**src/hw/dmtc_pkg.sv**
```systemverilog
// Purpose: shared constants for the dual mode timer/counter unit
// Assumes: byte wide special function register bus of the cpu core
// Notes: offsets are the cpu's own register addresses
package dmtc_pkg;
    // register addresses
    localparam logic [7:0] DMTC_ADDR_TIMER_CONTROL_REG = 8'h88;
    localparam logic [7:0] DMTC_ADDR_TIMER_MODE_REG = 8'h89;
    localparam logic [7:0] DMTC_ADDR_TL0 = 8'h8A;
    localparam logic [7:0] DMTC_ADDR_TL1 = 8'h8B;
    localparam logic [7:0] DMTC_ADDR_TH0 = 8'h8C;
    localparam logic [7:0] DMTC_ADDR_TH1 = 8'h8D;
    localparam logic [7:0] DMTC_ADDR_CLOCK_CONTROL_REG = 8'h8E;
    // reset values
    localparam logic [7:0] DMTC_RST_TIMER_MODE_REG = 8'h00;
    localparam logic [7:0] DMTC_RST_CLOCK_CONTROL_REG = 8'h01;
    localparam logic [7:0] DMTC_RST_TL0 = 8'h10;
    localparam logic [7:0] DMTC_RST_TL1 = 8'h00;
    localparam logic [7:0] DMTC_RST_TH0 = 8'h00;
    localparam logic [7:0] DMTC_RST_TH1 = 8'h00;
    // timer_mode_reg fields
    localparam int DMTC_TIMER_MODE_REG_GATE1 = 7;
    localparam int DMTC_TIMER_MODE_REG_CT1 = 6;
    localparam int DMTC_TIMER_MODE_REG_M1_HI = 5;
    localparam int DMTC_TIMER_MODE_REG_M1_LO = 4;
    localparam int DMTC_TIMER_MODE_REG_GATE0 = 3;
    localparam int DMTC_TIMER_MODE_REG_CT0 = 2;
    localparam int DMTC_TIMER_MODE_REG_M0_HI = 1;
    localparam int DMTC_TIMER_MODE_REG_M0_LO = 0;
    // timer_control_reg fields
    localparam int DMTC_TIMER_CONTROL_REG_TF1 = 7;
    localparam int DMTC_TIMER_CONTROL_REG_TR1 = 6;
    localparam int DMTC_TIMER_CONTROL_REG_TF0 = 5;
    localparam int DMTC_TIMER_CONTROL_REG_TR0 = 4;
    // clock_control_reg fields
    localparam int DMTC_CLOCK_CONTROL_REG_T1M = 4;
    localparam int DMTC_CLOCK_CONTROL_REG_T0M = 3;
    // event pins as port bits
    localparam int DMTC_P0_T0_BIT = 5;
    localparam int DMTC_P0_T1_BIT = 6;
    localparam int DMTC_P1_T2_BIT = 0;
    // prescaler counts
    localparam logic [3:0] DMTC_DIV_FAST = 4'h4;
    localparam logic [3:0] DMTC_DIV_SLOW = 4'hC;
    // modes
    typedef enum logic [1:0] {
        DMTC_MODE_13BIT = 2'b00,
        DMTC_MODE_16BIT = 2'b01,
        DMTC_MODE_RELOAD = 2'b10,
        DMTC_MODE_SPLIT = 2'b11
    } dmtc_mode_t;
    // result of one count step
    typedef struct packed {
        logic [7:0] tl;
        logic [7:0] th;
        logic ovf;
    } dmtc_step_t;
endpackage

```
**src/hw/dmtc_pin_sync.sv**
```systemverilog
// Purpose: two flip-flop synchroniser with falling edge detect
// Assumes: pin is asynchronous to clk_i
// Notes: the edge is seen one to two cycles after the pin moves
`timescale 1ns/100ps
`default_nettype none
module dmtc_pin_sync
    import dmtc_pkg::*;
(
    // clock and reset
    input wire logic clk_i,
    input wire logic nrst_i,
    // pin and results
    input wire logic pin_i,
    output logic level_o,
    output logic fall_o
);
    typedef struct packed {
        logic meta;
        logic sync;
        logic prev;
    } dmtc_sync_t;

    dmtc_sync_t s;
    dmtc_sync_t next_s;

    ////////////////////////////////////////////////////////////////////
    // next state: meta feeds only sync; edge looks at sync and prev
    always_comb begin
        next_s = s;
        next_s.meta = pin_i;
        next_s.sync = s.meta;
        next_s.prev = s.sync;
    end

    // pins idle high, so reset to one avoids a false edge
    always_ff @(posedge clk_i or negedge nrst_i) begin
        if (!nrst_i) begin
            s <= 3'b111;
        end else begin
            s <= next_s;
        end
    end

    assign level_o = s.sync;
    assign fall_o = s.prev & ~s.sync;
endmodule // dmtc_pin_sync
`default_nettype wire

```
**src/hw/dmtc_timer.sv**
```systemverilog
// Purpose: timers 0 and 1 with shared mode register, timer 2 event pin
// Assumes: cpu core drives the sfr bus on clk_i, reads take one cycle
// Notes: timer 2 counting lives elsewhere; only its event is made here
// Notes on behaviour
// - each timer counts cpu clock ticks or its own external event pin
// - event pins are port 0 bit 5, port 0 bit 6, port 1 bit 0
// - each 16-bit count is read and written as low and high bytes
// - mode 00 13-bit, 01 16-bit, 10 8-bit reload, 11 split
// - timer 1 mode in bits 5:4, timer 0 mode in bits 1:0
// - timer 1 gate bit 7 makes counting need int1 pin high
// - timer 0 gate bit 3 makes counting need int0 pin high
// - bit 6 picks timer 1 source: clk/4 or clk/12, or event pin
// - bit 2 picks timer 0 source: clk/4 or clk/12, or event pin
// - timer 1 overflow sets its flag unless timer 0 is split, vectoring clears it
// - timer 0 overflow sets its flag, vectoring clears it
`timescale 1ns/100ps
`default_nettype none
module dmtc_timer
    import dmtc_pkg::*;
(
    // clock and reset
    input wire logic clk_i,
    input wire logic nrst_i,
    // special function register bus
    input wire logic [7:0] sfr_addr_i,
    input wire logic sfr_wr_i,
    input wire logic [7:0] sfr_wdata_i,
    output logic [7:0] sfr_rdata_o,
    // interrupt vector acknowledge from the core
    input wire logic timer0_vector_ack_i,
    input wire logic timer1_vector_ack_i,
    // pins
    input wire logic [7:0] port0_pins_i,
    input wire logic [2:0] port1_pins_i,
    input wire logic ext_int0_pin_n_i,
    input wire logic ext_int1_pin_n_i,
    // results
    output logic timer0_overflow_flag_o,
    output logic timer1_overflow_flag_o,
    output logic timer2_event_o
);
    typedef struct packed {
        logic [7:0] timer_mode_reg;
        logic [7:0] clock_control_reg;
        logic timer1_overflow_flag;
        logic timer1_run;
        logic timer0_overflow_flag;
        logic timer0_run;
        logic [7:0] timer0_count_low;
        logic [7:0] timer0_count_high;
        logic [7:0] timer1_count_low;
        logic [7:0] timer1_count_high;
        logic [3:0] div_fast;
        logic [3:0] div_slow;
        logic tick_fast;
        logic tick_slow;
        logic timer2_event;
        logic [7:0] rdata;
    } dmtc_state_t;

    dmtc_state_t s;
    dmtc_state_t next_s;

    logic ev0_fall;
    logic ev1_fall;
    logic ev2_fall;
    logic int0_level;
    logic int1_level;

    ////////////////////////////////////////////////////////////////////
    // pin synchronisers, event pins are alternate port functions
    dmtc_pin_sync u_sync_ev0 (
        .clk_i(clk_i), .nrst_i(nrst_i),
        .pin_i(port0_pins_i[DMTC_P0_T0_BIT]),
        .level_o(), .fall_o(ev0_fall));
    dmtc_pin_sync u_sync_ev1 (
        .clk_i(clk_i), .nrst_i(nrst_i),
        .pin_i(port0_pins_i[DMTC_P0_T1_BIT]),
        .level_o(), .fall_o(ev1_fall));
    dmtc_pin_sync u_sync_ev2 (
        .clk_i(clk_i), .nrst_i(nrst_i),
        .pin_i(port1_pins_i[DMTC_P1_T2_BIT]),
        .level_o(), .fall_o(ev2_fall));
    dmtc_pin_sync u_sync_int0 (
        .clk_i(clk_i), .nrst_i(nrst_i),
        .pin_i(ext_int0_pin_n_i),
        .level_o(int0_level), .fall_o());
    dmtc_pin_sync u_sync_int1 (
        .clk_i(clk_i), .nrst_i(nrst_i),
        .pin_i(ext_int1_pin_n_i),
        .level_o(int1_level), .fall_o());

    ////////////////////////////////////////////////////////////////////
    // one count step of a timer in all four modes; the split high byte is handled apart
    function automatic dmtc_step_t dmtc_step(input logic [1:0] mode,
            input logic [7:0] tl, input logic [7:0] th);
        logic [12:0] c13;
        logic [15:0] c16;
        dmtc_step_t r;
        c13 = {th, tl[4:0]} + 13'h0001;
        c16 = {th, tl} + 16'h0001;
        r.tl = tl;
        r.th = th;
        r.ovf = 1'b0;
        unique case (dmtc_mode_t'(mode))
            DMTC_MODE_13BIT: begin
                r.tl = {tl[7:5], c13[4:0]};
                r.th = c13[12:5];
                r.ovf = &{th, tl[4:0]};
            end
            DMTC_MODE_16BIT: begin
                r.tl = c16[7:0];
                r.th = c16[15:8];
                r.ovf = &{th, tl};
            end
            DMTC_MODE_RELOAD: begin
                r.ovf = &tl;
                r.tl = r.ovf ? th : tl + 8'h01;
            end
            DMTC_MODE_SPLIT: begin
                r.ovf = &tl;
                r.tl = tl + 8'h01;
            end
        endcase
        return r;
    endfunction

    ////////////////////////////////////////////////////////////////////
    // next state
    always_comb begin
        logic [1:0] mode0;
        logic [1:0] mode1;
        logic cpu_tick0;
        logic cpu_tick1;
        logic inc0;
        logic inc1;
        logic inc0_high;
        logic set0;
        logic set1;
        dmtc_step_t st0;
        dmtc_step_t st1;
        next_s = s;
        mode0 = {s.timer_mode_reg[DMTC_TIMER_MODE_REG_M0_HI],
                 s.timer_mode_reg[DMTC_TIMER_MODE_REG_M0_LO]};
        mode1 = {s.timer_mode_reg[DMTC_TIMER_MODE_REG_M1_HI],
                 s.timer_mode_reg[DMTC_TIMER_MODE_REG_M1_LO]};
        // prescalers run free so a source switch takes effect at once
        next_s.div_fast = (s.div_fast == DMTC_DIV_FAST - 4'h1) ?
            4'h0 : s.div_fast + 4'h1;
        next_s.div_slow = (s.div_slow == DMTC_DIV_SLOW - 4'h1) ?
            4'h0 : s.div_slow + 4'h1;
        next_s.tick_fast = (s.div_fast == DMTC_DIV_FAST - 4'h1);
        next_s.tick_slow = (s.div_slow == DMTC_DIV_SLOW - 4'h1);
        // tick selection, set bit means divide by four
        cpu_tick0 = s.clock_control_reg[DMTC_CLOCK_CONTROL_REG_T0M] ?
            s.tick_fast : s.tick_slow;
        cpu_tick1 = s.clock_control_reg[DMTC_CLOCK_CONTROL_REG_T1M] ?
            s.tick_fast : s.tick_slow;
        inc0 = (s.timer_mode_reg[DMTC_TIMER_MODE_REG_CT0] ? ev0_fall : cpu_tick0)
            & s.timer0_run
            & (~s.timer_mode_reg[DMTC_TIMER_MODE_REG_GATE0] | int0_level);
        inc1 = (s.timer_mode_reg[DMTC_TIMER_MODE_REG_CT1] ? ev1_fall : cpu_tick1)
            & s.timer1_run
            & (~s.timer_mode_reg[DMTC_TIMER_MODE_REG_GATE1] | int1_level);
        // split high byte counts cpu ticks under timer 1 run only
        inc0_high = (mode0 == DMTC_MODE_SPLIT) & s.timer1_run & cpu_tick0;
        set0 = 1'b0;
        set1 = 1'b0;
        st0 = dmtc_step(mode0, s.timer0_count_low, s.timer0_count_high);
        st1 = dmtc_step(mode1, s.timer1_count_low, s.timer1_count_high);
        // timer 0
        if (inc0) begin
            next_s.timer0_count_low = st0.tl;
            next_s.timer0_count_high = st0.th;
            set0 = st0.ovf;
        end
        if (inc0_high) begin
            next_s.timer0_count_high = s.timer0_count_high + 8'h01;
            set1 = &s.timer0_count_high;
        end
        // timer 1 halts in split mode; its flag is lent to timer 0
        if (inc1 && mode1 != DMTC_MODE_SPLIT) begin
            next_s.timer1_count_low = st1.tl;
            next_s.timer1_count_high = st1.th;
            if (mode0 != DMTC_MODE_SPLIT) begin
                set1 = st1.ovf;
            end
        end
        // register writes win over counting in the same cycle, except a fresh overflow still sets its flag
        if (sfr_wr_i) begin
            unique case (sfr_addr_i)
                DMTC_ADDR_TIMER_MODE_REG: next_s.timer_mode_reg = sfr_wdata_i;
                DMTC_ADDR_CLOCK_CONTROL_REG: next_s.clock_control_reg = sfr_wdata_i;
                DMTC_ADDR_TL0: next_s.timer0_count_low = sfr_wdata_i;
                DMTC_ADDR_TH0: next_s.timer0_count_high = sfr_wdata_i;
                DMTC_ADDR_TL1: next_s.timer1_count_low = sfr_wdata_i;
                DMTC_ADDR_TH1: next_s.timer1_count_high = sfr_wdata_i;
                DMTC_ADDR_TIMER_CONTROL_REG: begin
                    next_s.timer1_overflow_flag = sfr_wdata_i[DMTC_TIMER_CONTROL_REG_TF1];
                    next_s.timer1_run = sfr_wdata_i[DMTC_TIMER_CONTROL_REG_TR1];
                    next_s.timer0_overflow_flag = sfr_wdata_i[DMTC_TIMER_CONTROL_REG_TF0];
                    next_s.timer0_run = sfr_wdata_i[DMTC_TIMER_CONTROL_REG_TR0];
                end
                default: ;
            endcase
        end
        // vectoring clears, a fresh overflow in the same cycle wins
        if (timer0_vector_ack_i) begin
            next_s.timer0_overflow_flag = 1'b0;
        end
        if (timer1_vector_ack_i) begin
            next_s.timer1_overflow_flag = 1'b0;
        end
        if (set0) begin
            next_s.timer0_overflow_flag = 1'b1;
        end
        if (set1) begin
            next_s.timer1_overflow_flag = 1'b1;
        end
        next_s.timer2_event = ev2_fall;
        // read data shows state before this cycle's update
        unique case (sfr_addr_i)
            DMTC_ADDR_TIMER_MODE_REG: next_s.rdata = s.timer_mode_reg;
            DMTC_ADDR_CLOCK_CONTROL_REG: next_s.rdata = s.clock_control_reg;
            DMTC_ADDR_TL0: next_s.rdata = s.timer0_count_low;
            DMTC_ADDR_TH0: next_s.rdata = s.timer0_count_high;
            DMTC_ADDR_TL1: next_s.rdata = s.timer1_count_low;
            DMTC_ADDR_TH1: next_s.rdata = s.timer1_count_high;
            DMTC_ADDR_TIMER_CONTROL_REG: next_s.rdata = {s.timer1_overflow_flag,
                s.timer1_run, s.timer0_overflow_flag, s.timer0_run, 4'h0};
            default: next_s.rdata = 8'h00;
        endcase
    end

    ////////////////////////////////////////////////////////////////////
    // state register
    always_ff @(posedge clk_i or negedge nrst_i) begin
        if (!nrst_i) begin
            s <= '0;
            s.timer_mode_reg <= DMTC_RST_TIMER_MODE_REG;
            s.clock_control_reg <= DMTC_RST_CLOCK_CONTROL_REG;
            s.timer0_count_low <= DMTC_RST_TL0;
            s.timer0_count_high <= DMTC_RST_TH0;
            s.timer1_count_low <= DMTC_RST_TL1;
            s.timer1_count_high <= DMTC_RST_TH1;
        end else begin
            s <= next_s;
        end
    end

    assign sfr_rdata_o = s.rdata;
    assign timer0_overflow_flag_o = s.timer0_overflow_flag;
    assign timer1_overflow_flag_o = s.timer1_overflow_flag;
    assign timer2_event_o = s.timer2_event;
endmodule // dmtc_timer
`default_nettype wire

```
**config.mk**
```make
export PLATFORM = sky130hd
export DESIGN_NAME = dmtc_timer
export DESIGN_NICKNAME = d
export VERILOG_FILES = /design/src/hw/dmtc_pkg.sv /design/src/hw/dmtc_pin_sync.sv /design/src/hw/dmtc_timer.sv
export SDC_FILE = /design/constraint.sdc
export NUM_CORES = 1
export LEC_CHECK = 0
export BUFFER_PORTS_ARGS = -buffer_cell sky130_fd_sc_hd__buf_2
export CORE_UTILIZATION = 55
export CTS_CLUSTER_SIZE = 12
export DETAILED_ROUTE_END_ITERATION = 8
export MAX_ROUTING_LAYER = met4
export PLACE_DENSITY = 0.8
export SETUP_SLACK_MARGIN = 0.5
export SKIP_LAST_GASP = 1
export SYNTH_ARGS = -nofsm -noshare
export SYNTH_HDL_FRONTEND = slang
export SYNTH_SLANG_ARGS = --single-unit
```
**constraint.sdc**
```tcl
create_clock -name clk_i -period 2.46 [get_ports clk_i]
set_input_delay 0.492 -clock clk_i [delete_from_list [all_inputs] [get_ports clk_i]]
set_output_delay 0.492 -clock clk_i [all_outputs]
set_load 0.1 [all_outputs]
```
* Word-level counts from Yosys, hierarchy flattened
Index checks and enable logic that the tools add are counted.
** Cells by class
- Add/subtract/negate cells :: 9
- Equality and inequality tests :: 17
- Multiplexer cells :: 32
- Bitwise operators :: 16
- Reduce and logical (&&, ||, !) cells :: 21
** Operators with widths (count)
- 8-bit one-hot mux with 4 select lines :: 2
- 8-bit equality test (second input constant) :: 7
- 8-bit 2-to-1 mux :: 7
- 8-bit one-hot mux with 7 select lines :: 1
- 36-bit 2-to-1 mux :: 1
- 16-bit by 1-bit adder with 16-bit output (second input constant) :: 2
- 16-bit 2-to-1 mux :: 2
- 8-bit one-hot mux with 2 select lines :: 2
- 16-bit AND reduction :: 2
- 13-bit by 1-bit adder with 13-bit output (second input constant) :: 2
- 13-bit AND reduction :: 2
- 8-bit by 1-bit adder with 8-bit output (second input constant) :: 3
- 8-bit AND reduction :: 3
- 1-bit 2-to-1 mux :: 12
- 4-bit 2-to-1 mux :: 3
- 3-bit nonzero test :: 4
- 2-bit AND reduction :: 5
- 1-bit AND :: 9
- 4-bit by 1-bit adder with 4-bit output (second input constant) :: 2
- 2-bit equality test (second input constant) :: 4
- 1-bit one-hot mux with 3 select lines :: 2
- 1-bit NOT :: 5
- 2-bit by 1-bit equality test with 1-bit output (second input constant) :: 2
- 4-bit by 2-bit equality test with 1-bit output (second input constant) :: 1
- other kinds (6) :: 10
** Word-level totals
- Register bits :: 84
- Input bits :: 34
- Output and inout bits :: 11
- Logic and storage cells :: 124

* Logic depth before layout (Yosys ltp)
- Depth after elaboration :: 11
- Depth in mapped cells :: 8
- Gate-level depth less buffers :: 7

* Cells and area by module
Synthesis repeated with hierarchy kept, for this count alone.
** Unflattened totals
- Cell total of the unflattened synthesis :: 491
- Area, all modules :: 4833.4 um^2
** Modules (own cells, without submodules)
- dmtc_timer :: instances 1, cells each 471, area each 4370.4 um^2, sequential area each 1779.2 um^2
- dmtc_pin_sync :: instances 5, cells each 4, area each 92.6 um^2, sequential area each 78.8 um^2

* Worst setup path after synthesis
No wires, ideal clock.
- Path kind :: register to register
- Start point :: register s[27] (netlist name)
- End point :: register s[25] (netlist name)
- Arrival time :: 1.958 ns
- Setup slack :: 0.424 ns
- Stages on the path, launching flop included :: 8
- Path buffers :: 0
- Period minus slack after synthesis :: 2.036 ns
- Cells stage by stage :: dfrtp_1 ha_1 nand4_4 or3_4 a2111oi_4 nand4_1 xor2_1 a21oi_1
** RTL lines
- start: declaration :: RTL line dmtc_timer.sv:61 : dmtc_state_t s;
- start signal: assignment :: RTL line dmtc_timer.sv:247 : s <= next_s;

==> summary.txt <==
Layout
  – Biggest register: s
  – P&R area growth vs syn: 19.7%
  – Max reg flops: 60
  – Cell Count, Final, Fillers Out: 674
  – Layout cells sized above 1: 35.9%
  – Antenna diode count: 0
  – Post-Layout Inst Area: 5820 um^2
  – Fillers: 620
  – Nets: 605
  – Multi-input combinational cell area: 2710 um^2
  – Storage element area: 2140 um^2

GRT
  – Vias in the first global route: 4110
  – Total Routing Usage GR: 31.7%
  – Largest net degree at the start of global routing: 35
  – Initial antenna violation count: 0
  – Total gr overflow: 0
  – First-pass GRT wire length: 20900 um

Clocking
  – Inserted Clock Buffers: 9
  – Clock sinks: 84
  – H-tree depth: 3
  – CTS tree: yes
  – CTS root buf: clkbuf_8
  – Hold buffer count at cts: 0
  – Reg clk slew, reported paths: 90 ps
  – CTS max path bufs: 2
  – Worst-Skew Late Latency: 360 ps

Yosys
  – Most used DFF post-synth: dfrtp_1
  – EDFF count, synth: 0
  – Distinct cells, synth: 70
  – Ys Warns: 0
  – Synth Cell Area: 4860 um^2
  – Mean post-synth cell area: 9.64 um^2
  – Sequential fraction of the synthesis area: 43.6%
  – Post-synthesis net count: 545
  – Post-synth ARST share: 100%
  – Synth Register Bits: 84
  – Gate Count Post-Synth: 504

Worst setup path
  – CP delay by family, top: simple AND/OR/NAND/NOR gates
  – Startpoint types: flip-flop
  – Critical Path RT: 2750 ps
  – Highest-delay cell along the critical path: dfrtp_2
  – Reg2reg setup slack: 410 ps
  – CP bufs+invs: 2
  – WS Path Type: flip-flop to flip-flop
  – Max FO, Critical Path: 9
  – Critical Path AT: 2340 ps
  – Worst setup EP type: flip-flop
  – Worst path cell trace: inv_1 > or3_4 > a2111oi_4 > buf_4 > nand4_1 > xor2_1 > a21oi_1
  – Worst stage delay on the critical path: 520 ps

Drt
  – WL final: 14000 um
  – DRT iter0 DRCs: 564
  – Antenna viol nets, final: 0
  – Pre-Repair DR Iteration Count: 6
  – DR WL/cell: 20.8 um
  – Via Count: 4470
  – DRC Markers: 0
  – Via/cell ratio: 6.63

Place
  – Post-DP Area: 5190 um^2
  – Placed Instances: 635
  – DP Wirelength: 9580 um
  – PortBufs: 36
  – Routability cong.: 0.931

STA
  – Tmin final: 2050 ps
  – RSZ-0062 raised after global routing: yes
  – Max-slew violations: 0
  – Worst Clk Skew: 11.2 ps
  – Fmax: 0.487 GHz
  – Final hold violations: 0
  – Worst slew margin: 62.7%
  – Worst Tran Pin Value: 555 ps
  – Setup-failing EPs final: 0
  – Period utilization: 83.4%
  – WHS: 57.3 ps
  – Post-Route Setup TNS: 0 ps

Power and ir drop
  – Flop pwr share: 44.9%
  – Lkg Pwr: 2.41 nW
  – Power, Total: 3.85 mW
  – Pwr Density: 663 nW/um^2
  – Cell internal pwr: 2.51 mW
  – Switching pwr: 1.34 mW
  – Combinational share of power: 28.5%
  – Max IR drop VDD: 0.423 mV
  – Clk network pwr share: 26.7%
  – Sw Share: 34.9%

Job
  – Max cap viols: 0

Floorplanning
  – Core Footprint: 8380 um^2
  – Initial core utilization: 58.0%
  – Row cnt: 33
  – Ports: 45
  – Die H: 96 um
  – Die Footprint: 9220 um^2
  – Chip width: 96 um

Hold path
  – Worst Hold Class: input pin to asynchronous set/reset pin

Status
  – Status: finished, final reports clean
## cell usage in the layout, fill, tap and decap left out, types with 8 or more instances in the layout
cell type	instances
inv_1	15
nor3_1	8
o21ai_0	30
nand4_1	17
clkbuf_8	10
mux2i_1	15
dfrtp_2	14
buf_4	42
a21oi_1	25
mux2_2	24
xnor2_1	11
a22oi_1	8
nand3_1	12
nand2_1	52
buf_2	35
nor2_1	41
dfrtp_1	55
dfstp_2	15
## layout make-up
class	instances	area share [%]
clock buffer	10	2.37
clock inverter	6	1.20
sequential	84	36.8
tap	105	2.26
multi-input combinational	370	46.5
timing repair buffer	84	9.94
inverter	15	0.968
## through the flow
step | util [%] | setup slack (ps)
3_3_place_gp | 61.9 | 271
3_5_place_dp | 61.9 | 246
2_1_floorplan | - | 438
5_1_grt | 69.4 | 330
6_report | 69.4 | 407
4_1_cts | 66.5 | 396
## path summary, 6_finish.rpt
path | from | endpoint | cells after the start
max | s[67] | s[25] | 7
min | nrst_i | timer2_event_o | 1
max reg2reg | s[67] | s[25] | 7
min reg2reg | u_sync_int1.next_s[1] | u_sync_int1.level_o | 0
max in group asynchronous | nrst_i | u_sync_ev0.level_o | 2
min in group clk_i | port0_pins_i[5] | u_sync_ev0.next_s[1] | 1
## kinds of logic after synthesis
| logic type | synth area share, % |
|---|---|
| fa+ha+maj | 1.80 |
| compound gates | 15.8 |
| mux | 10.0 |
| simple gates | 19.9 |
| buf+inv | 5.43 |
| xor+xnor | 3.42 |
| flops | 43.6 |
## power by group through the flow
stage / clock (mW) / combinational [mW] / sequential, mW
final: 1.03 / 1.10 / 1.73
after global routing: 1.11 / 1.18 / 1.74
after CTS: 1.05 / 0.941 / 1.71
after detailed placement: 0 / 0.860 / 1.73
after global placement: 0 / 0.829 / 1.73
after floorplan: 0 / 0.684 / 1.64
## per-layer routing
metal / GRT usage, % / vias to the layer above / share of wire [%]
li1: - / 1956 / -
met1: 41.7 / 2147 / 40
met2: 48.1 / 298 / 47
met3: 6.48 / 69 / 9.5
met4: 12.1 / 0 / 3.9
met5: - / - / 0
## Yosys cell counts, drive strengths merged, types with 3 or more instances
cell | instances | area [um^2]
a211oi | 9 | 67.6
dfrtp | 69 | 1730
inv | 15 | 56.3
or3 | 5 | 41.3
nand4 | 18 | 128
nand3 | 15 | 80.1
nor4 | 3 | 40.0
mux2 | 24 | 270
a21oi | 27 | 135
mux4 | 3 | 67.6
nand2 | 55 | 206
ha | 7 | 87.6
a31oi | 7 | 43.8
o21ai | 36 | 180
o31ai | 3 | 22.5
xor2 | 7 | 61.3
buf | 16 | 108
a221o | 5 | 50.1
nand2b | 5 | 31.3
nor2b | 4 | 25.0
a22oi | 8 | 60.1
nor3 | 15 | 80.1
clkbuf | 18 | 87.6
dfstp | 15 | 394
and3 | 8 | 52.6
mux2i | 15 | 150
xnor2 | 12 | 105
and2 | 3 | 20.0
nor2 | 42 | 158
## repair_timing
action / 4_1_cts / 5_1_grt
setup endpoints to repair: 24 / 27
cloned: 0 / 0
setup buffers: 12 / 11
resized for setup: 21 / 40
pin swaps: 10 / 16
(Power assumes the default switching activity.)
